**config.mk**
```make
export PLATFORM = sky130hd
export DESIGN_NAME = intc_master
export DESIGN_NICKNAME = d
export VERILOG_FILES = /design/src/core/intc_pkg.sv /design/src/core/intc_master.sv
export SDC_FILE = /design/constraint.sdc
export NUM_CORES = 1
export LEC_CHECK = 0
export BUFFER_PORTS_ARGS = -buffer_cell sky130_fd_sc_hd__buf_2
export CAP_MARGIN = 20
export CORE_UTILIZATION = 45
export CTS_CLUSTER_SIZE = 16
export DETAILED_ROUTE_END_ITERATION = 10
export GPL_TIMING_DRIVEN = 0
export SLEW_MARGIN = 10
export SYNTH_ARGS = -nofsm -noshare
export SYNTH_HDL_FRONTEND = slang
export SYNTH_SLANG_ARGS = --single-unit
```
**constraint.sdc**
```tcl
create_clock -name REF_CLK -period 14.8 [get_ports REF_CLK]
set_input_delay 2.96 -clock REF_CLK [delete_from_list [all_inputs] [get_ports REF_CLK]]
set_output_delay 2.96 -clock REF_CLK [all_outputs]
set_load 0.01 [all_outputs]
```
**src/core/intc_pkg.sv**
```systemverilog
// Purpose: shared constants for the master-mode interrupt service logic
// Assumes: registers are 16 bits wide in the low half of a 32-bit APB word, except the 30-bit priority register
// Notes:   printed offsets are register indexes; byte address is index * 4
package intc_pkg;

    localparam int          NSRC       = 11;
    typedef logic [NSRC-1:0] src_vec_t;
    typedef logic [29:0]     prio_vec_t;

    // register indexes and their APB byte addresses
    localparam logic [7:0]  IDX_EOI    = 8'h22;
    localparam logic [7:0]  IDX_POLL   = 8'h24;
    localparam logic [7:0]  IDX_PASSIVE_POLL_STATUS = 8'h26;
    localparam logic [7:0]  IDX_MASK   = 8'h28;
    localparam logic [7:0]  IDX_THR    = 8'h2A;
    localparam logic [7:0]  IDX_SERV   = 8'h2C;
    localparam logic [7:0]  IDX_PRIO   = 8'h40;
    localparam logic [7:0]  IDX_MODE   = 8'h42;
    localparam logic [9:0]  ADDR_EOI    = {IDX_EOI, 2'b00};
    localparam logic [9:0]  ADDR_POLL   = {IDX_POLL, 2'b00};
    localparam logic [9:0]  ADDR_PASSIVE_POLL_STATUS = {IDX_PASSIVE_POLL_STATUS, 2'b00};
    localparam logic [9:0]  ADDR_MASK   = {IDX_MASK, 2'b00};
    localparam logic [9:0]  ADDR_THR    = {IDX_THR, 2'b00};
    localparam logic [9:0]  ADDR_SERV   = {IDX_SERV, 2'b00};
    localparam logic [9:0]  ADDR_PRIO   = {IDX_PRIO, 2'b00};
    localparam logic [9:0]  ADDR_MODE   = {IDX_MODE, 2'b00};

    // source bit positions
    localparam int          BIT_TMR    = 0;
    localparam int          BIT_DMA0   = 2;
    localparam int          BIT_DMA1   = 3;
    localparam int          BIT_EXT0   = 4;
    localparam int          BIT_EXT4   = 8;
    localparam int          BIT_WD     = 9;
    localparam int          BIT_SER    = 10;
    localparam src_vec_t    NEST_BITS  = 11'h030;

    // field positions
    localparam int          PEND_BIT   = 15;
    localparam int          NONSPECIFIC_FLAG_BIT  = 15;
    localparam int          PRIO_W     = 3;
    localparam int          SFNM_BIT   = 0;

    // reset values
    localparam logic [15:0] MASK_RST   = 16'h07FD;
    localparam logic [15:0] THR_RST    = 16'h0007;
    localparam logic [15:0] SERV_RST   = 16'h0000;
    localparam prio_vec_t   PRIO_RST   = 30'h3FFF_FFFF;

    // interrupt types
    localparam logic [4:0]  TYPE_TMR0  = 5'h08;
    localparam logic [4:0]  TYPE_TMR1  = 5'h12;
    localparam logic [4:0]  TYPE_TMR2  = 5'h13;
    localparam logic [4:0]  TYPE_DMA0  = 5'h0A;
    localparam logic [4:0]  TYPE_DMA1  = 5'h0B;
    localparam logic [4:0]  TYPE_EXT0  = 5'h0C;
    localparam logic [4:0]  TYPE_WD    = 5'h11;
    localparam logic [4:0]  TYPE_SER   = 5'h14;

endpackage

```
**src/core/intc_master.sv**
```systemverilog
// Purpose: master-mode in-service tracking, masking, priority poll and
//          end-of-service commands behind an APB slave
// Assumes: TIMER_REQ, DMA_DONE, WATCHDOG_FIRE, SERIAL_REQ, CORE_ACK are on
//          REF_CLK; EXT_INT comes from pins
// Notes:   zero wait writes and reads (read data is registered in the setup phase)
// Function
// - in-service bit sets on acknowledge, clears on matching end-of-service
// - a source in service raises no new request
// - special nested mode lets first two pins request while in service
// - in-service register resets to zero
// - in-service bits: serial 10, watchdog 9, pins 8-4, DMA 3-2, timer 0
// - sources with priority numerically above threshold are masked
// - threshold sits in bits 2-0 and resets to seven
// - mask register and per-source mask bits are one storage
// - mask bit one blocks its source, zero lets it request
// - mask register resets with all source bits set, bit 1 clear
// - mask register uses in-service bit placement
// - passive poll read returns poll contents without acknowledging
// - poll read acknowledges highest pending and sets its service bit
// - poll words: pending flag bit 15, type bits 4-0, rest zero
// - poll acknowledge starts no handler; software dispatches
// - end-of-service register is write-only command
// - bit 15 set means non-specific, clear means type in bits 4-0
// - fixed interrupt types used in poll and specific commands
// - watchdog and DMA request bits clear on their acknowledge
//
// The APB slave port is this design's own decision.
`timescale 1ns/10ps
module intc_master
    import intc_pkg::*;
(
    input  wire logic                REF_CLK,
    input  wire logic                SYS_RST,
    input  wire logic                CLK_EN,
    input  wire logic                PSEL,
    input  wire logic                PENABLE,
    input  wire logic                PWRITE,
    input  wire logic [9:0]          PADDR,
    input  wire logic [31:0]         PWDATA,
    input  wire logic [3:0]          PSTRB,
    output logic      [31:0]         PRDATA,
    output logic                     PREADY,
    output logic                     PSLVERR,
    input  wire logic [2:0]          TIMER_REQ,
    input  wire logic [1:0]          DMA_DONE,
    input  wire logic                WATCHDOG_FIRE,
    input  wire logic                SERIAL_REQ,
    input  wire logic [4:0]          EXT_INT,
    input  wire logic                CORE_ACK,
    output logic                     INT_REQ,
    output logic      [4:0]          INT_TYPE,
    output intc_pkg::src_vec_t       SOURCE_MASK,
    output intc_pkg::src_vec_t       SOURCE_ACK
);
    import intc_pkg::*;

    src_vec_t    service_tracking;
    src_vec_t    source_mask_mirror;
    logic [2:0]  threshold_field;
    prio_vec_t   source_priority;
    logic        sfnm;
    logic [4:0]  ext_meta;
    logic [4:0]  ext_sync;
    logic [1:0]  dma_channel_sources;
    logic        watchdog_source;
    src_vec_t    raw_req;
    src_vec_t    eligible;
    logic [4:0]  best;
    logic [4:0]  best_type;
    logic [4:0]  serv_best;
    logic        rd_loaded;
    logic        poll_cap_vld;
    logic [3:0]  poll_cap_idx;
    logic [3:0]  int_idx;
    logic        wr_fire;
    logic        rd_fire;
    logic        poll_fire;
    logic        core_fire;
    logic        mapped;
    src_vec_t    set_vec;
    src_vec_t    clr_vec;
    src_vec_t    next_service;
    logic [15:0] poll_word;
    logic [31:0] read_mux;

    function automatic logic [2:0] prio_of(input prio_vec_t pr,
                                           input int b);
        int k;
        k = (b == 0) ? 0 : b - 1;
        return pr[k*PRIO_W +: PRIO_W];
    endfunction

    function automatic logic [4:0] src_type(input int b,
                                            input logic [2:0] treq);
        logic [4:0] t;
        t = 5'h00;
        case (b)
            BIT_TMR:  t = treq[0] ? TYPE_TMR0 :
                          (treq[1] ? TYPE_TMR1 : TYPE_TMR2);
            BIT_DMA0: t = TYPE_DMA0;
            BIT_DMA1: t = TYPE_DMA1;
            BIT_WD:   t = TYPE_WD;
            BIT_SER:  t = TYPE_SER;
            default: begin
                if (b >= BIT_EXT0 && b <= BIT_EXT4)
                    t = TYPE_EXT0 + 5'(b - BIT_EXT0);
            end
        endcase
        return t;
    endfunction

    // returns {found, index}; lowest priority value wins, then lower type
    function automatic logic [4:0] pick(input src_vec_t v,
                                        input prio_vec_t pr,
                                        input logic [2:0] treq);
        logic       found;
        logic [3:0] idx;
        logic [2:0] bp;
        logic [4:0] bt;
        found = 1'b0;
        idx   = 4'h0;
        bp    = 3'h7;
        bt    = 5'h1F;
        for (int b = 0; b < NSRC; b++) begin
            if (v[b] && (!found || prio_of(pr, b) < bp ||
                (prio_of(pr, b) == bp && src_type(b, treq) < bt))) begin
                found = 1'b1;
                idx   = 4'(b);
                bp    = prio_of(pr, b);
                bt    = src_type(b, treq);
            end
        end
        return {found, idx};
    endfunction

    function automatic src_vec_t type_to_vec(input logic [4:0] t);
        src_vec_t v;
        v = '0;
        if (t == TYPE_TMR0 || t == TYPE_TMR1 || t == TYPE_TMR2)
            v[BIT_TMR] = 1'b1;
        for (int b = BIT_DMA0; b < NSRC; b++) begin
            if (t == src_type(b, 3'b000))
                v[b] = 1'b1;
        end
        return v;
    endfunction

    function automatic logic [31:0] merge(input logic [31:0] old,
                                          input logic [31:0] wd,
                                          input logic [3:0] strb);
        logic [31:0] r;
        r = old;
        for (int i = 0; i < 4; i++) begin
            if (strb[i])
                r[i*8 +: 8] = wd[i*8 +: 8];
        end
        return r;
    endfunction

    // pins pass two flops; only the second is read by logic
    always_ff @(posedge REF_CLK or posedge SYS_RST) begin
        if (SYS_RST) begin
            ext_meta <= 5'h00;
            ext_sync <= 5'h00;
        end else if (CLK_EN) begin
            ext_meta <= EXT_INT;
            ext_sync <= ext_meta;
        end
    end

    always_comb begin
        raw_req                        = '0;
        raw_req[BIT_TMR]               = |TIMER_REQ;
        raw_req[BIT_DMA1:BIT_DMA0]     = dma_channel_sources;
        raw_req[BIT_EXT4:BIT_EXT0]     = ext_sync;
        raw_req[BIT_WD]                = watchdog_source;
        raw_req[BIT_SER]               = SERIAL_REQ;
        eligible = '0;
        for (int b = 0; b < NSRC; b++) begin
            eligible[b] = raw_req[b]
                & ~source_mask_mirror[b]
                & (prio_of(source_priority, b) <= threshold_field)
                & (~service_tracking[b]
                   | (sfnm & NEST_BITS[b]));
        end
    end

    assign best      = pick(eligible, source_priority, TIMER_REQ);
    assign best_type = src_type(int'(best[3:0]), TIMER_REQ);
    assign serv_best = pick(service_tracking, source_priority, TIMER_REQ);

    // APB handshake: writes finish at once, reads after data is loaded
    assign PREADY    = CLK_EN & (PWRITE | rd_loaded);
    assign wr_fire   = PSEL & PENABLE & PWRITE & PREADY;
    assign rd_fire   = PSEL & PENABLE & ~PWRITE & PREADY;
    assign poll_fire = rd_fire & (PADDR == ADDR_POLL) & poll_cap_vld;
    assign core_fire = CORE_ACK & INT_REQ & CLK_EN;

    always_comb begin
        case (PADDR)
            ADDR_EOI, ADDR_POLL, ADDR_PASSIVE_POLL_STATUS, ADDR_MASK,
            ADDR_THR, ADDR_SERV, ADDR_PRIO, ADDR_MODE: mapped = 1'b1;
            default:                                   mapped = 1'b0;
        endcase
    end
    assign PSLVERR = PSEL & PENABLE & PREADY & ~mapped;

    assign poll_word = {best[4], 10'h000, best[4] ? best_type : 5'h00};

    always_comb begin
        read_mux = 32'h0000_0000;
        case (PADDR)
            ADDR_POLL, ADDR_PASSIVE_POLL_STATUS: read_mux[15:0] = poll_word;
            ADDR_MASK:  read_mux[NSRC-1:0] = source_mask_mirror;
            ADDR_THR:   read_mux[PRIO_W-1:0] = threshold_field;
            ADDR_SERV:  read_mux[NSRC-1:0] = service_tracking;
            ADDR_PRIO:  read_mux[29:0] = source_priority;
            ADDR_MODE:  read_mux[SFNM_BIT] = sfnm;
            default:    read_mux = 32'h0000_0000;
        endcase
    end

    // read data is frozen at load so poll data and acknowledge agree
    always_ff @(posedge REF_CLK or posedge SYS_RST) begin
        if (SYS_RST) begin
            rd_loaded    <= 1'b0;
            PRDATA       <= 32'h0000_0000;
            poll_cap_vld <= 1'b0;
            poll_cap_idx <= 4'h0;
        end else if (CLK_EN) begin
            if (rd_fire) begin
                rd_loaded <= 1'b0;
            end else if (PSEL && !PWRITE && !rd_loaded) begin
                rd_loaded    <= 1'b1;
                PRDATA       <= read_mux;
                poll_cap_vld <= best[4] && (PADDR == ADDR_POLL);
                poll_cap_idx <= best[3:0];
            end
        end
    end

    always_ff @(posedge REF_CLK or posedge SYS_RST) begin
        if (SYS_RST) begin
            INT_REQ  <= 1'b0;
            INT_TYPE <= 5'h00;
            int_idx  <= 4'h0;
        end else if (CLK_EN) begin
            INT_REQ  <= best[4] & ~core_fire;
            INT_TYPE <= best[4] ? best_type : 5'h00;
            int_idx  <= best[3:0];
        end
    end

    // an acknowledge only marks service; no handler is started here
    always_comb begin
        set_vec = '0;
        if (poll_fire)
            set_vec = set_vec | (src_vec_t'(1) << poll_cap_idx);
        if (core_fire)
            set_vec = set_vec | (src_vec_t'(1) << int_idx);
        clr_vec = '0;
        if (wr_fire && PADDR == ADDR_EOI) begin
            if (PWDATA[NONSPECIFIC_FLAG_BIT]) begin
                if (serv_best[4])
                    clr_vec = src_vec_t'(1) << serv_best[3:0];
            end else begin
                clr_vec = type_to_vec(PWDATA[4:0]);
            end
        end
        // an acknowledge in the same cycle as a clear keeps the bit set
        next_service = (service_tracking & ~clr_vec) | set_vec;
    end

    always_ff @(posedge REF_CLK or posedge SYS_RST) begin
        if (SYS_RST) begin
            service_tracking <= SERV_RST[NSRC-1:0];
            SOURCE_ACK       <= '0;
        end else if (CLK_EN) begin
            service_tracking <= next_service;
            SOURCE_ACK       <= set_vec;
        end
    end

    // internal event requests: a new event in the acknowledge cycle wins
    always_ff @(posedge REF_CLK or posedge SYS_RST) begin
        if (SYS_RST) begin
            dma_channel_sources <= 2'b00;
            watchdog_source     <= 1'b0;
        end else if (CLK_EN) begin
            dma_channel_sources <= (dma_channel_sources
                & ~set_vec[BIT_DMA1:BIT_DMA0]) | DMA_DONE;
            watchdog_source <= (watchdog_source & ~set_vec[BIT_WD])
                | WATCHDOG_FIRE;
        end
    end

    // a single mask store feeds both the register and per-source outputs
    always_ff @(posedge REF_CLK or posedge SYS_RST) begin
        if (SYS_RST) begin
            source_mask_mirror <= MASK_RST[NSRC-1:0];
        end else if (CLK_EN && wr_fire && PADDR == ADDR_MASK) begin
            source_mask_mirror <= src_vec_t'(merge(32'(source_mask_mirror),
                PWDATA, PSTRB)) & MASK_RST[NSRC-1:0];
        end
    end
    assign SOURCE_MASK = source_mask_mirror;

    always_ff @(posedge REF_CLK or posedge SYS_RST) begin
        if (SYS_RST) begin
            threshold_field <= THR_RST[PRIO_W-1:0];
        end else if (CLK_EN && wr_fire && PADDR == ADDR_THR && PSTRB[0]) begin
            threshold_field <= PWDATA[PRIO_W-1:0];
        end
    end

    always_ff @(posedge REF_CLK or posedge SYS_RST) begin
        if (SYS_RST) begin
            source_priority <= PRIO_RST;
            sfnm            <= 1'b0;
        end else if (CLK_EN && wr_fire) begin
            if (PADDR == ADDR_PRIO)
                source_priority <= prio_vec_t'(merge(32'(source_priority),
                    PWDATA, PSTRB));
            if (PADDR == ADDR_MODE && PSTRB[0])
                sfnm <= PWDATA[SFNM_BIT];
        end
    end
endmodule

```
# Word-level counts from Yosys, hierarchy flattened

Cells that the tools add are included.

$add $sub $neg: 2
Order comparisons: 50
Equality and inequality tests: 43
Shift operators: 3
Multiplexer cells: 124
Bitwise gates (word level): 80
Reductions and logical operators: 123

Operator list:

| cell                                                                        | count |
|---|---|
| 5-bit 2-to-1 mux                                                            | 40 |
| 4-bit 2-to-1 mux                                                            | 17 |
| 10-bit by 8-bit == test with 1-bit output, second input constant            | 6 |
| 4-bit by 5-bit less-than comparator with 1-bit output, first input constant | 12 |
| 3-bit == test                                                               | 19 |
| 3-bit less-than comparator                                                  | 19 |
| 3-bit 2-to-1 mux                                                            | 19 |
| 11-bit 2-to-1 mux                                                           | 5 |
| 1-bit logical AND                                                           | 48 |
| 5-bit == test                                                               | 9 |
| 1-bit AND                                                                   | 44 |
| 1-bit logical OR                                                            | 40 |
| 1-bit 2-to-1 mux                                                            | 36 |
| 1-bit by 4-bit << shifter with 11-bit output, first input constant          | 3 |
| 8-bit case mux with 4 select lines                                          | 1 |
| 3-bit less-or-equal comparator                                              | 10 |
| 5-bit less-than comparator, first input constant                            | 6 |
| 1-bit NOT                                                                   | 25 |
| 5-bit case mux with 5 select lines                                          | 1 |
| 11-bit bitwise OR                                                           | 2 |
| 1-bit zero test                                                             | 21 |
| 10-bit by 9-bit == test with 1-bit output, second input constant            | 2 |
| 3-bit AND reduction                                                         | 5 |
| 14-bit 2-to-1 mux                                                           | 1 |
| 25 further kinds                                                            | 34 |

Bits in registers: 125
Input port bits: 65
Output and inout port bits: 62
Logic and storage cells: 446

# Longest topological paths before layout

Gate-level depths: netlist of the first run.

Depth in word-level cells: 60
Depth in mapped cells: 75
Mapped depth without buffers: 73

# Least setup slack after synthesis of the first run

Ideal clock, no wire load.

Kind: input to register
Start: in TIMER_REQ[0]
End: reg poll_cap_idx[2]
Library setup time: 0.122 ns
Data arrival time: 14.694 ns
Required time: 14.678 ns
Setup slack: -0.016 ns
Stages: 65
Buffers on the path: 4
Cells stage by stage: nor3_2 -> nor4_1 -> nand2_1 -> ha_1 -> nor2b_1 -> o22ai_1 -> a31oi_1 -> o21ai_4 -> nor2_1 -> a31oi_1 -> ha_1 -> o41ai_1 -> o211ai_1 -> mux2_4 -> a21oi_4 -> o21ai_0 -> ha_1 -> or2_2 -> (+29 left out) -> mux2i_1 -> ha_1 -> nor2b_1 -> o21ai_0 -> nand2b_1 -> a21boi_0 -> clkbuf_1 -> nor2_1 -> nand3b_1 -> o221ai_1 -> ha_1 -> nor2b_1 -> o21ai_0 -> nand2b_1 -> a21oi_1 -> clkbuf_1 -> nor3_1 -> a32o_1

Word-level cells in the longest chain between the ends: 50
Elaborated cells on any way between the ends: 111
Those cells by class: 18 x order compare; 9 x eq/ne; 35 x mux; 3 x bitwise; 46 x reduce/logical

RTL lines:

| what                                                                          | RTL line                               | source |
|---|---|---|
| start: declaration                                                            | intc_master.sv:44                      | `input wire logic [2:0] TIMER_REQ,` |
| 3-bit OR reduction                                                            | intc_master.sv:173                     | `raw_req[BIT_TMR] = \|TIMER_REQ;` |
| 1-bit AND                                                                     | intc_master.sv:181                     | `& ~source_mask_mirror[b]` |
| 1-bit AND                                                                     | intc_master.sv:182                     | `& (prio_of(source_priority, b) <= threshold_field)` |
| 1-bit AND                                                                     | intc_master.sv:183                     | `& (~service_tracking[b]` |
| 5-bit 2-to-1 mux (tied with other cells)                                      | intc_master.sv:125                     | `if (v[b] && (!found \|\| prio_of(pr, b) < bp \|\|` |
| 4-bit by 5-bit less-than comparator with 1-bit output (tied with other cells) | intc_master.sv:126                     | `(prio_of(pr, b) == bp && src_type(b, treq) < bt))) begin` |
| 1-bit logical AND or 1-bit logical OR (tied branches)                         | intc_master.sv:126, intc_master.sv:125 |  |
| 1-bit logical OR                                                              | intc_master.sv:125                     |  |
| (+34 left out)                                                                | --                                     |  |
| 1-bit logical OR                                                              | intc_master.sv:125                     |  |
| 1-bit logical AND                                                             | intc_master.sv:125                     |  |
| 5-bit 2-to-1 mux (tied with other cells)                                      | intc_master.sv:125                     |  |
| 5-bit less-than comparator (tied with other cells)                            | intc_master.sv:126                     |  |
| 1-bit logical AND or 1-bit logical OR (tied branches)                         | intc_master.sv:126, intc_master.sv:125 |  |
| 1-bit logical OR                                                              | intc_master.sv:125                     |  |
| 1-bit logical AND                                                             | intc_master.sv:125                     |  |
| 4-bit 2-to-1 mux *                                                            | intc_master.sv:125                     |  |
| end signal: assignment                                                        | intc_master.sv:237                     | `poll_cap_idx <= best[3:0];` |
| end: declaration                                                              | intc_master.sv:73                      | `logic [3:0] poll_cap_idx;` |

Every way passes the cells marked *; elsewhere a longest branch is shown, timed or not.
A chain may end at the register's enable or synchronous reset.

# Worst setup path in the final report of the first run

Start: in TIMER_REQ[0]
End: reg INT_TYPE[4]

Word-level cells in the longest chain between the ends: 55
Elaborated cells on any way between the ends: 127
Those cells by class: 2 x add/sub; 20 x order compare; 13 x eq/ne; 41 x mux; 3 x bitwise; 48 x reduce/logical

RTL lines:

| what                                                                          | RTL line                               | source |
|---|---|---|
| 3-bit OR reduction                                                            | intc_master.sv:173                     |  |
| 1-bit AND                                                                     | intc_master.sv:181                     |  |
| 1-bit AND                                                                     | intc_master.sv:182                     |  |
| 1-bit AND                                                                     | intc_master.sv:183                     |  |
| 5-bit 2-to-1 mux (tied with other cells)                                      | intc_master.sv:125                     |  |
| 4-bit by 5-bit less-than comparator with 1-bit output (tied with other cells) | intc_master.sv:126                     |  |
| 1-bit logical AND or 1-bit logical OR (tied branches)                         | intc_master.sv:126, intc_master.sv:125 |  |
| 1-bit logical OR                                                              | intc_master.sv:125                     |  |
| (+39 left out)                                                                | --                                     |  |
| 1-bit logical OR                                                              | intc_master.sv:125                     |  |
| 1-bit logical AND                                                             | intc_master.sv:125                     |  |
| 4-bit 2-to-1 mux                                                              | intc_master.sv:125                     |  |
| 4-bit by 3-bit subtractor with 5-bit output (tied with other cells)           | intc_master.sv:106                     | `t = TYPE_EXT0 + 5'(b - BIT_EXT0);` |
| 4-bit by 5-bit adder with 5-bit output or 1-bit logical AND (tied branches)   | intc_master.sv:106, intc_master.sv:105 |  |
| 5-bit 2-to-1 mux                                                              | intc_master.sv:105                     | `if (b >= BIT_EXT0 && b <= BIT_EXT4)` |
| 5-bit case mux with 5 select lines                                            | intc_master.sv:97                      | `case (b)` |
| 5-bit 2-to-1 mux *                                                            | intc_master.sv:249                     | `INT_TYPE <= best[4] ? best_type : 5'h00;` |
| end signal: assignment                                                        | intc_master.sv:249                     |  |
| end: declaration                                                              | intc_master.sv:51                      | `output logic [4:0] INT_TYPE,` |

Marks and branches as above.

==> results of run 1 <==
==> stage by stage <==
stage / setup slack, ns / util [%] / area (µm²) / total power [µW]
floorplan: 0.0994 / - / 9160 / 980
global placement: -2.40 / 51.2 / 10100 / 1200
detailed placement: -2.41 / 51.4 / 10100 / 1200
CTS: 0.00570 / 55.6 / 11000 / 1690
global route: -0.155 / 58.4 / 11500 / 1970
finish: 0.338 / 58.4 / 11500 / 1860
==> registers in the layout, indices dropped and copies added, names as in the netlist <==
signal / flops
INT_REQ: 1
INT_TYPE: 5
PRDATA: 30
SOURCE_ACK: 11
SOURCE_MASK: 10
dma_channel_sources: 2
ext_meta: 5
ext_sync: 5
int_idx: 4
poll_cap_idx: 4
poll_cap_vld: 1
rd_loaded: 1
service_tracking: 11
sfnm: 1
source_priority: 30
threshold_field: 3
watchdog_source: 1
==> per-layer routing <==
| metal | vias up | part of all wire [%] | global-route usage, % |
|---|---|---|---|
| li1 | 4109 | - | - |
| met1 | 4305 | 44 | 40.0 |
| met2 | 369 | 46 | 47.8 |
| met3 | 63 | 6.7 | 4.80 |
| met4 | 0 | 2.9 | 9.31 |
| met5 | - | 0 | 0 |
==> power by group through the flow <==
stage          logic [µW]  registers [µW]  clock network [µW]
2_1_floorplan         543             437                   0
3_3_place_gp          748             448                   0
3_5_place_dp          756             449                   0
4_1_cts               831             446                 412
5_1_grt              1090             456                 425
6_report             1010             450                 405
==> synthesized netlist by cell type (4+ instances only) <==
| master | count |
|---|---|
| mux2_2 | 66 |
| and2_1 | 10 |
| nor2_1 | 67 |
| nand3_1 | 41 |
| nor3_1 | 18 |
| a211oi_1 | 8 |
| a31oi_1 | 18 |
| nand4b_1 | 5 |
| and3_1 | 14 |
| nor3b_1 | 5 |
| nor4b_1 | 7 |
| or4_1 | 7 |
| clkbuf_1 | 29 |
| a32oi_1 | 4 |
| dfrtp_1 | 82 |
| a22o_1 | 8 |
| a21boi_0 | 5 |
| nand2b_1 | 12 |
| mux2i_1 | 14 |
| a211o_1 | 6 |
| o31ai_1 | 6 |
| or2_2 | 4 |
| ha_1 | 70 |
| a221oi_1 | 7 |
| o22ai_1 | 7 |
| nand3b_1 | 9 |
| dfstp_2 | 43 |
| o21ai_0 | 62 |
| o221ai_1 | 6 |
| a221o_1 | 4 |
| or3_1 | 6 |
| nand4_1 | 5 |
| nor2b_1 | 20 |
| a21oi_1 | 43 |
| nand2_1 | 114 |
| a21o_1 | 11 |
| nor4_1 | 5 |
| o21a_1 | 13 |
| inv_1 | 68 |
==> worst min-delay path by stage <==
stage                            from           to  slack [ns]  cells past startpoint
after floorplan           ext_meta[0]  ext_sync[0]        0.45                      2
after global placement     PRDATA[20]   PRDATA[20]        0.44                      2
after detailed placement   PRDATA[29]   PRDATA[29]        0.45                      2
after CTS                  PRDATA[21]   PRDATA[21]        0.46                      2
after global routing       PRDATA[14]   PRDATA[14]        0.49                      2
final                      PRDATA[21]   PRDATA[21]        0.46                      2
==> final cells by class <==
cell class | instances | area, µm²
multi-input combinational | 779 | 5940
sequential | 125 | 3180
inverter | 68 | 260
timing repair buffer | 171 | 1070
clock inverter | 15 | 140
clock buffer | 17 | 425
tap | 265 | 332
fill | 1801 | 8200
buffer | 36 | 175
==> cells by family after synthesis <==
group | share of synthesized area (%)
simple gates | 20.0
compound gates | 20.8
flops | 34.8
buf+inv | 4.66
mux | 10.2
fa+ha+maj | 9.57
other cells | 0.0410
==> what timing repair did <==
item                                    4_1_cts  5_1_grt
resized for setup                            30       62
endpoints found under the setup margin       29       29
buffers inserted                             19       29
cloned                                        0        1
endpoints found under the hold margin         0        0
pin swaps                                    14       54
==> worst max-delay path, delay by kind of cell <==
kind / cells / cell delay [ns]
AO/OA/AOI/OAI: 26 / 4.47
adder cells (fa/ha/maj): 9 / 2.39
buffers and inverters: 4 / 0.49
multiplexers: 5 / 1.48
AND/OR/NAND/NOR: 20 / 2.96
==> results by group, run 1 <==
Status
  • Status: finished, final reports clean

Die
  • Die span in x: between 100 and 150 µm
  • IO Pins: 127
  • Initial Util: 46.4%
  • FP Rows: 51
  • CORE AREA: between 0.015 and 0.02 mm²
  • Die area: 0.0209 mm²
  • Die height: ~140 µm

Pwr
  • Internal power: roughly 1100 µW
  • Pwr per Cell Area: ~160 mW/mm²
  • Gate power share: 54.2%
  • VDD IR max: 91.2 µV
  • Clk pwr share: between 20 and 25%
  • Sequential power share: 24.1%
  • P_leak: 0.00538 µW
  • Sw frac: 42.6%
  • Switch Pwr: 795 µW

Critical path
  • Flop-to-flop setup slack: ~1.3 ns
  • Critical path required time: about 15 ns
  • Worst-path fanout max: 5
  • Reg2reg end: INT_TYPE[4]
  • Crit path capture type: flop
  • Setup crit start kind: input pin
  • Cell count of the worst reg-to-reg path: 66
  • CP max stage delay: 0.42 ns
  • Slowest-stage cell, CP: a311oi_2
  • Crit Reg-Reg Startpoint: threshold_field[2]
  • Crit path kind: in -> reg
  • Crit path top cell by count: ha_1
  • Arr. time, crit path: 14.78 ns
  • CP Launch Point: TIMER_REQ[0]
  • Crit path to: INT_TYPE[4]

Timing
  • Hold Vio Cnt, Final: 0
  • Final setup vio count: 0
  • Least-Margin Pin Slew: 1.16 ns
  • Max-slew headroom: ~22%
  • Clock Skew: 0.0101 ns
  • Min Hold Slack: between 0.4 and 0.5 ns
  • Sum of negative setup slack: 0 ns
  • FMAX: 69.1 MHz
  • RSZ-0062 raised after global routing: true
  • Fin crit period: around 14 ns
  • Final period util: 97.7%
  • Slew Viols, Final: 0

Clock network
  • Num CTS Buffers: 17
  • H-Tree Depth: 4
  • CTS Hold Bufs: 0
  • TritonCTS clock tree: done
  • Worst-Skew Late Latency: approximately 0.42 ns
  • Sink Count: about 130
  • Clk buf depth: 2
  • Root buffer cell: clkbuf_16
  • Worst-path clk slew: around 0.060 ns

Finish
  • Most frequent cells in the layout: buf_2, nand2_1, dfrtp_1, inv_1, ha_1
  • Area Overhead vs Synth: 25.9%
  • Post-Layout Cell Count: 1,476
  • Most common cell after layout, fill and taps aside: buf_2
  • Layout cells sized above 1: between 30% and 40%
  • N_diodes: 0
  • Final-stage net count: 1,333

Yosys
  • Number of flops mapped to enable cells by yosys: 0
  • Mean post-synth cell area: 9.08 µm²
  • Ys async rst share: 100%
  • Synth area leader: dfrtp_1
  • Yosys reg bits: ~130
  • Library cells used by synthesis: 94
  • Prevailing post-synth register cell: dfrtp_1
  • Top post-synthesis cells by area: dfrtp_1, dfstp_2, ha_1
  • Seq/Total Area, Yosys: 34.8%
  • Total of warnings raised by yosys: 0
  • Top cell type's share of synthesized area: 22.4%
  • Post-Syn Instances: 1,008
  • Synthesized cell area: 0.00915 mm²

Routing
  • Initial DRC Count: 716
  • WL per Instance: 20.5 µm
  • Routed vias/inst: roughly 6.0
  • Post-route ant nets: 0
  • Final WL: 30.2 mm
  • Pre-antenna DRT Iters: 5
  • Number of remaining DRC errors: 0
  • Via count: 8,846

Global routing
  • GRT overflow: 0
  • GRT Util Overall: 29.5%
  • Vias in the first global route: between 8,000 and 9,000
  • Initial antenna violation count: 1
  • Pin count of the biggest net entering global routing: 84
  • First-pass GRT wire length: 46.0 mm

Run
  • Max-cap violation count: 0

Min path
  • Hold crit path type: reg -> reg

Place
  • RePlAce Congestion: 0.933
  • Port bufs: 119
  • Post-Place Cells: roughly 1,400
  • DPL Wire Length: about 23 mm
Power figures use the tool's default switching activity.
==> inputs of run 2 (changes only) <==
RECOVER_POWER = 25   (was not set)
TNS_END_PERCENT = 10   (was not set)
==> run 2 against run 1 <==
  * The run now ends with max-capacitance violations, max-slew violations left
  * Global-route usage is essentially flat
  * Clock skew shrank 0.0022 ns
  * Highest routed layer unchanged
  * Hold slack is essentially flat
  * Core utilization shrank 0.051 points
  * Critical endpoint unchanged
  * Final area is essentially flat
==> results by group, run 2 (same netlist as run 1, synthesis figures left out) <==
Status
  • Status: finished with violations (was finished, final reports clean)
  • Violated checks: max-capacitance violations, max-slew violations

Routing
  • Pre-antenna DRT Iters: 5 (unchanged)
  • Routed vias/inst: 5.97 (was 5.99)
  • Post-route ant nets: 0 (unchanged)
  • Initial DRC Count: 706 (was 716)
  • Via count: 8,819 (was 8,846)
  • Final WL: 30.3 mm (was 30.2 mm)
  • Number of remaining DRC errors: 0 (unchanged)
  • WL per Instance: 20.5 µm (about the same)

Pwr
  • Total power: 1880 µW (was 1860 µW)
  • Pwr per Cell Area: 163 mW/mm² (was 162 mW/mm²)
  • P_leak: 0.00537 µW (was 0.00538 µW)
  • VDD IR max: 92.6 µV (was 91.2 µV)

Clock network
  • Worst-path clk slew: 0.06 ns (about the same)
  • TritonCTS clock tree: done (unchanged)
  • Num CTS Buffers: 17 (unchanged)
  • Worst-Skew Late Latency: 0.43 ns (was 0.42 ns)
  • H-Tree Depth: 4 (unchanged)
  • Sink Count: 125 (unchanged)
  • Root buffer cell: clkbuf_16 (unchanged)
  • CTS Hold Bufs: 0 (unchanged)
  • Clk buf depth: 2 (unchanged)

Finish
  • N_diodes: 0 (unchanged)
  • Area Overhead vs Synth: 25.8% (was 25.9%)
  • Most common cell after layout, fill and taps aside: buf_2 (unchanged)
  • Layout cells sized above 1: 32.9% (about the same)
  • Most frequent cells in the layout: buf_2, nand2_1, dfrtp_1, inv_1 (was buf_2, nand2_1, dfrtp_1, inv_1, ha_1)
  • Largest regs: PRDATA (30), source_priority (30) (unchanged)
  • Final-stage net count: 1,335 (was 1,333)
  • Filler instances: 1,798 (was 1,801)

Timing
  • Final setup vio count: 0 (unchanged)
  • FMAX: 69.4 MHz (was 69.1 MHz)
  • Clock Skew: 0.00796 ns (was 0.0101 ns)
  • Slew Viols, Final: 128 (was 0)
  • Max-slew headroom: -197% (was 22.2%)
  • Least-Margin Pin Slew: 4.45 ns (was 1.16 ns)
  • Fin crit period: 14.41 ns (was 14.46 ns)
  • Hold Vio Cnt, Final: 0 (unchanged)
  • RSZ-0062 raised after global routing: true (unchanged)
  • Final period util: 97.4% (was 97.7%)
  • Sum of negative setup slack: 0 ns (unchanged)

Global routing
  • GRT overflow: 0 (unchanged)
  • Vias in the first global route: 8,108 (was 8,114)
  • GRT Util Overall: 29.5% (about the same)
  • Initial antenna violation count: 1 (unchanged)
  • Pin count of the biggest net entering global routing: 84 (unchanged)
  • First-pass GRT wire length: 46.0 mm (about the same)

Critical path
  • Buf/Inv on CP: 5 (was 4)
  • Crit Reg-Reg Startpoint: threshold_field[2] (unchanged)
  • Arr. time, crit path: 14.73 ns (was 14.78 ns)
  • Worst-path fanout max: 5 (unchanged)
  • Critical path required time: 15.12 ns (was 15.11 ns)
  • Crit path capture type: flop (unchanged)
  • Setup crit start kind: input pin (unchanged)
  • CP Launch Point: TIMER_REQ[0] (unchanged)
  • Crit path top cell by count: ha_1 (unchanged)
  • Cell class contributing the biggest share of worst-path delay: compound AO/OA/AOI/OAI gates (unchanged)
  • Crit path kind: in -> reg (unchanged)
  • Slowest-stage cell, CP: a311oi_2 (unchanged)
  • CP max stage delay: 0.40 ns (was 0.42 ns)

Place
  • Port bufs: 119 (unchanged)
  • DPL Wire Length: 22.5 mm (unchanged)
  • RePlAce Congestion: 0.933 (unchanged)

Die
  • IO Pins: 127 (unchanged)
  • Die height: 145 µm (unchanged)
  • Initial Util: 46.4% (unchanged)
  • Die area: 0.0209 mm² (unchanged)
  • Die span in x: 145 µm (unchanged)
  • FP Rows: 51 (unchanged)
  • CORE AREA: 0.0197 mm² (unchanged)

Min path
  • Hold crit path type: reg -> reg (unchanged)
  • Worst Hold Launch: PRDATA[14] (was PRDATA[21])

Run
  • Max-cap violation count: 2 (was 0)
## run 2: where the power goes
| group | switching (µW) | total (µW) | internal [µW] |
|---|---|---|---|
| sequential | 61.2 | 450 | 389 |
| clock | 172 | 405 | 233 |
| combinational | 567 | 1020 | 453 |
| total | 800 | 1880 | 1080 |
## run 2: per-layer routing
layer | wire length, µm | global-route usage, %
met1 | 13600 | 40.0
met2 | 13900 | 47.8
met3 | 1940 | 4.93
met4 | 867 | 9.31
met5 | 0 | 0
## run 2: final cells by class
type,instances,area (µm²),area share [%]
tap,265,332,2.88
inverter,68,256,2.23
clock buffer,17,425,3.70
buffer,37,190,1.65
clock inverter,15,140,1.22
timing repair buffer,172,1050,9.12
sequential,125,3180,27.6
multi-input combinational,779,5940,51.6
## run 2: final timing paths
kind	to	slack, ns	cells after the start
min	PRDATA[14]	0.46	2
min reg2reg	PRDATA[14]	0.46	2
max reg2reg	INT_TYPE[4]	1.33	68
max in group asynchronous	PRDATA[11]	6.91	3
min in group asynchronous	SOURCE_ACK[8]	2.99	2
max	INT_TYPE[4]	0.39	66
## run 2: worst register-to-register path: cells and delay by family (launching register included)
family                   cells  cell delay (ns)
multiplexers                 5             1.46
adder cells (fa/ha/maj)     10             2.83
AO/OA/AOI/OAI               28             4.71
flip-flops                   1             0.52
AND/OR/NAND/NOR             20             2.98
buffers and inverters        5             0.86
## run 2: timing repair
item                       CTS  global route
setup endpoints to repair   29            29
resized for setup           30            63
buffers inserted            18            31
gates cloned                 0             1
pin swaps                   15            56
## run 2: metrics by stage
stage	util (%)	cell area, µm²	hold WS [ns]	setup slack [ns]	instances
after floorplan	-	9160	0.449	0.0994	1010
after global placement	51.2	10100	0.445	-2.40	1394
after detailed placement	51.4	10100	0.452	-2.41	1396
after CTS	55.6	11000	0.465	0.000954	1445
after global routing	58.4	11500	0.488	-0.132	1478
final	58.4	11500	0.459	0.388	1478
==> inputs of run 3 (changes only) <==
CORE_ASPECT_RATIO = 1.1   (was not set)
==> run 3 against run 2 <==
  * The run still ends with max-capacitance violations, max-slew violations left
  * Worst setup slack gained 0.033 ns
  * Clock skew grew 0.0043 ns
  * Critical path depth shrank 1
  * Largest cell class unchanged
  * Highest routed layer is now met5
==> results by group, run 3 (same netlist as run 1, synthesis figures left out) <==
Routing
  • WL per Instance: 21.0 µm (was 20.5 µm)
  • Routed vias/inst: 5.91 (was 5.97)
  • Post-route ant nets: 0 (unchanged)
  • Final WL: 30.6 mm (was 30.3 mm)
  • Top Layer Used: met5 (was met4)
  • Pre-antenna DRT Iters: 5 (unchanged)
  • Met1 wire length: 13.0 mm (was 13.6 mm)
  • Number of remaining DRC errors: 0 (unchanged)
  • Initial DRC Count: 555 (was 706)
  • Met2 wire len: 14.8 mm (was 13.9 mm)
  • Met3 wire len: 1.88 mm (was 1.94 mm)
  • Via count: 8,604 (was 8,819)

Min path
  • Hold depth: 2 (unchanged)
  • Worst Hold Launch: PRDATA[14] (unchanged)
  • WHS Endpoint: PRDATA[14] (unchanged)
  • Hold crit path type: reg -> reg (unchanged)

Clock network
  • Worst-Skew Late Latency: 0.43 ns (about the same)
  • Worst-path clk slew: 0.06 ns (about the same)
  • Clk buf depth: 2 (unchanged)
  • TritonCTS clock tree: done (unchanged)
  • Root buffer cell: clkbuf_16 (unchanged)
  • Sink Count: 125 (unchanged)
  • H-Tree Depth: 4 (unchanged)
  • Num CTS Buffers: 17 (unchanged)

Global routing
  • Pin count of the biggest net entering global routing: 88 (was 84)
  • Initial antenna violation count: 1 (unchanged)
  • GRT Util Overall: 30.2% (was 29.5%)
  • First-pass GRT wire length: 46.6 mm (was 46.0 mm)
  • GRT overflow: 0 (unchanged)
  • Vias in the first global route: 8,301 (was 8,108)

Pwr
  • Total power: 1830 µW (was 1880 µW)
  • Pwr per Cell Area: 161 mW/mm² (was 163 mW/mm²)
  • P_leak: 0.00531 µW (was 0.00537 µW)
  • VDD IR max: 102 µV (was 92.6 µV)

Die
  • Die span in x: 138 µm (was 145 µm)
  • FP Rows: 54 (was 51)
  • CORE AREA: 0.0199 mm² (was 0.0197 mm²)
  • Initial Util: 46.1% (was 46.4%)
  • Die height: 152 µm (was 145 µm)
  • IO Pins: 127 (unchanged)
  • Die area: 0.0209 mm² (about the same)

Critical path
  • Setup crit start kind: input pin (unchanged)
  • Crit path capture type: flop (unchanged)
  • Arr. time, crit path: 14.70 ns (was 14.73 ns)
  • Crit path top cell by count: ha_1 (unchanged)
  • CP max stage delay: 0.37 ns (was 0.40 ns)
  • Worst-path fanout max: 10 (was 5)
  • Crit Reg-Reg Startpoint: threshold_field[2] (unchanged)
  • Flop-to-flop setup slack: 1.44 ns (was 1.33 ns)
  • Slowest-stage cell, CP: mux2_2 (was a311oi_2)
  • Reg2reg end: INT_TYPE[4] (unchanged)
  • Crit path kind: in -> reg (unchanged)
  • Critical path required time: 15.12 ns (about the same)
  • Cell count of the worst reg-to-reg path: 67 (was 68)

Finish
  • Final Cell Area: 0.0113 mm² (was 0.0115 mm²)
  • Most frequent cells in the layout: buf_2, nand2_1, dfrtp_1, ha_1, inv_1 (was buf_2, nand2_1, dfrtp_1, inv_1)
  • Most common cell after layout, fill and taps aside: buf_2 (unchanged)
  • Filler instances: 1,842 (was 1,798)
  • Area Overhead vs Synth: 24.0% (was 25.8%)
  • Final Util: 57.1% (was 58.4%)
  • Largest regs: PRDATA (30), source_priority (30) (unchanged)
  • N_diodes: 0 (unchanged)
  • Layout cells sized above 1: 31.7% (was 32.9%)
  • Final-stage net count: 1,326 (was 1,335)

Timing
  • Fin crit period: 14.38 ns (was 14.41 ns)
  • Final period util: 97.2% (was 97.4%)
  • RSZ-0062 raised after global routing: true (unchanged)
  • Slew Viols, Final: 128 (unchanged)
  • FMAX: 69.5 MHz (was 69.4 MHz)
  • Final setup vio count: 0 (unchanged)
  • Least-Margin Pin Slew: 4.67 ns (was 4.45 ns)
  • Clock Skew: 0.0123 ns (was 0.00796 ns)
  • Hold Vio Cnt, Final: 0 (unchanged)
  • Max-slew headroom: -211% (was -197%)

Place
  • RePlAce Congestion: 0.927 (was 0.933)
  • DPL Wire Length: 22.9 mm (was 22.5 mm)
  • Port bufs: 119 (unchanged)
  • Placed Instance Area: 0.0101 mm² (about the same)

Status
  • Violated checks: max-capacitance violations, max-slew violations (unchanged)
  • Status: finished with violations (unchanged)

Run
  • Max-cap violation count: 2 (unchanged)
[run 3: power by group]
group,internal [µW],switching (µW)
sequential,389,64.5
combinational,406,527
clock,268,176
total,1060,768
[run 3: routing by layer]
metal | vias up | global-route usage (%)
met5 | - | 0
met1 | 4192 | 38.8
met2 | 278 | 49.9
li1 | 4088 | -
met3 | 44 | 5.82
met4 | 2 | 11.1
[run 3: critical path: cells and delay by family]
family | cells | cell delay (ns)
AOI/OAI and AO/OA | 26 | 4.54
and+or+nand+nor | 19 | 2.70
adders and majority gates | 9 | 2.11
muxes | 5 | 1.59
buffers and inverters | 6 | 0.80
[run 3: layout make-up]
class / count / area (µm²) / area share, %
clock buffers: 18 / 429 / 3.78
repair buffers: 163 / 933 / 8.22
multi-input cells: 779 / 5870 / 51.7
inverters: 68 / 256 / 2.26
clock inverters: 14 / 179 / 1.58
flip-flops and latches: 125 / 3180 / 28.0
plain buffers: 37 / 189 / 1.66
well taps: 252 / 315 / 2.78
[run 3: timing repair]
| action | CTS | global route |
|---|---|---|
| cloned | 0 | 0 |
| hold buffers | 0 | 0 |
| pin swaps | 14 | 34 |
| buffers inserted | 18 | 24 |
| gates resized for setup | 33 | 44 |
| endpoints found under the setup margin | 29 | 29 |
[run 3: worst max-delay path by stage]
stage                                      to    startpoint  slack (ns)  cells after the start
after floorplan               poll_cap_idx[2]  TIMER_REQ[0]         0.1                     65
after global placement              PRDATA[3]  TIMER_REQ[0]       -2.20                     65
after detailed placement          INT_TYPE[4]  TIMER_REQ[0]       -2.27                     65
after CTS                 service_tracking[0]  TIMER_REQ[0]       0.004                     62
after global routing                PRDATA[4]  TIMER_REQ[2]        -0.1                     66
final                             INT_TYPE[4]  TIMER_REQ[2]        0.42                     65
[run 3: stage by stage]
step,setup WS (ns),hold slack (ns),instances,TNS [ns]
finish,0.421,0.457,1456,0
global route,-0.0975,0.484,1456,-0.527
CTS,0.00416,0.463,1431,0
detailed placement,-2.27,0.450,1382,-51.42
global placement,-2.20,0.445,1381,-49.51
floorplan,0.0994,0.449,1010,0
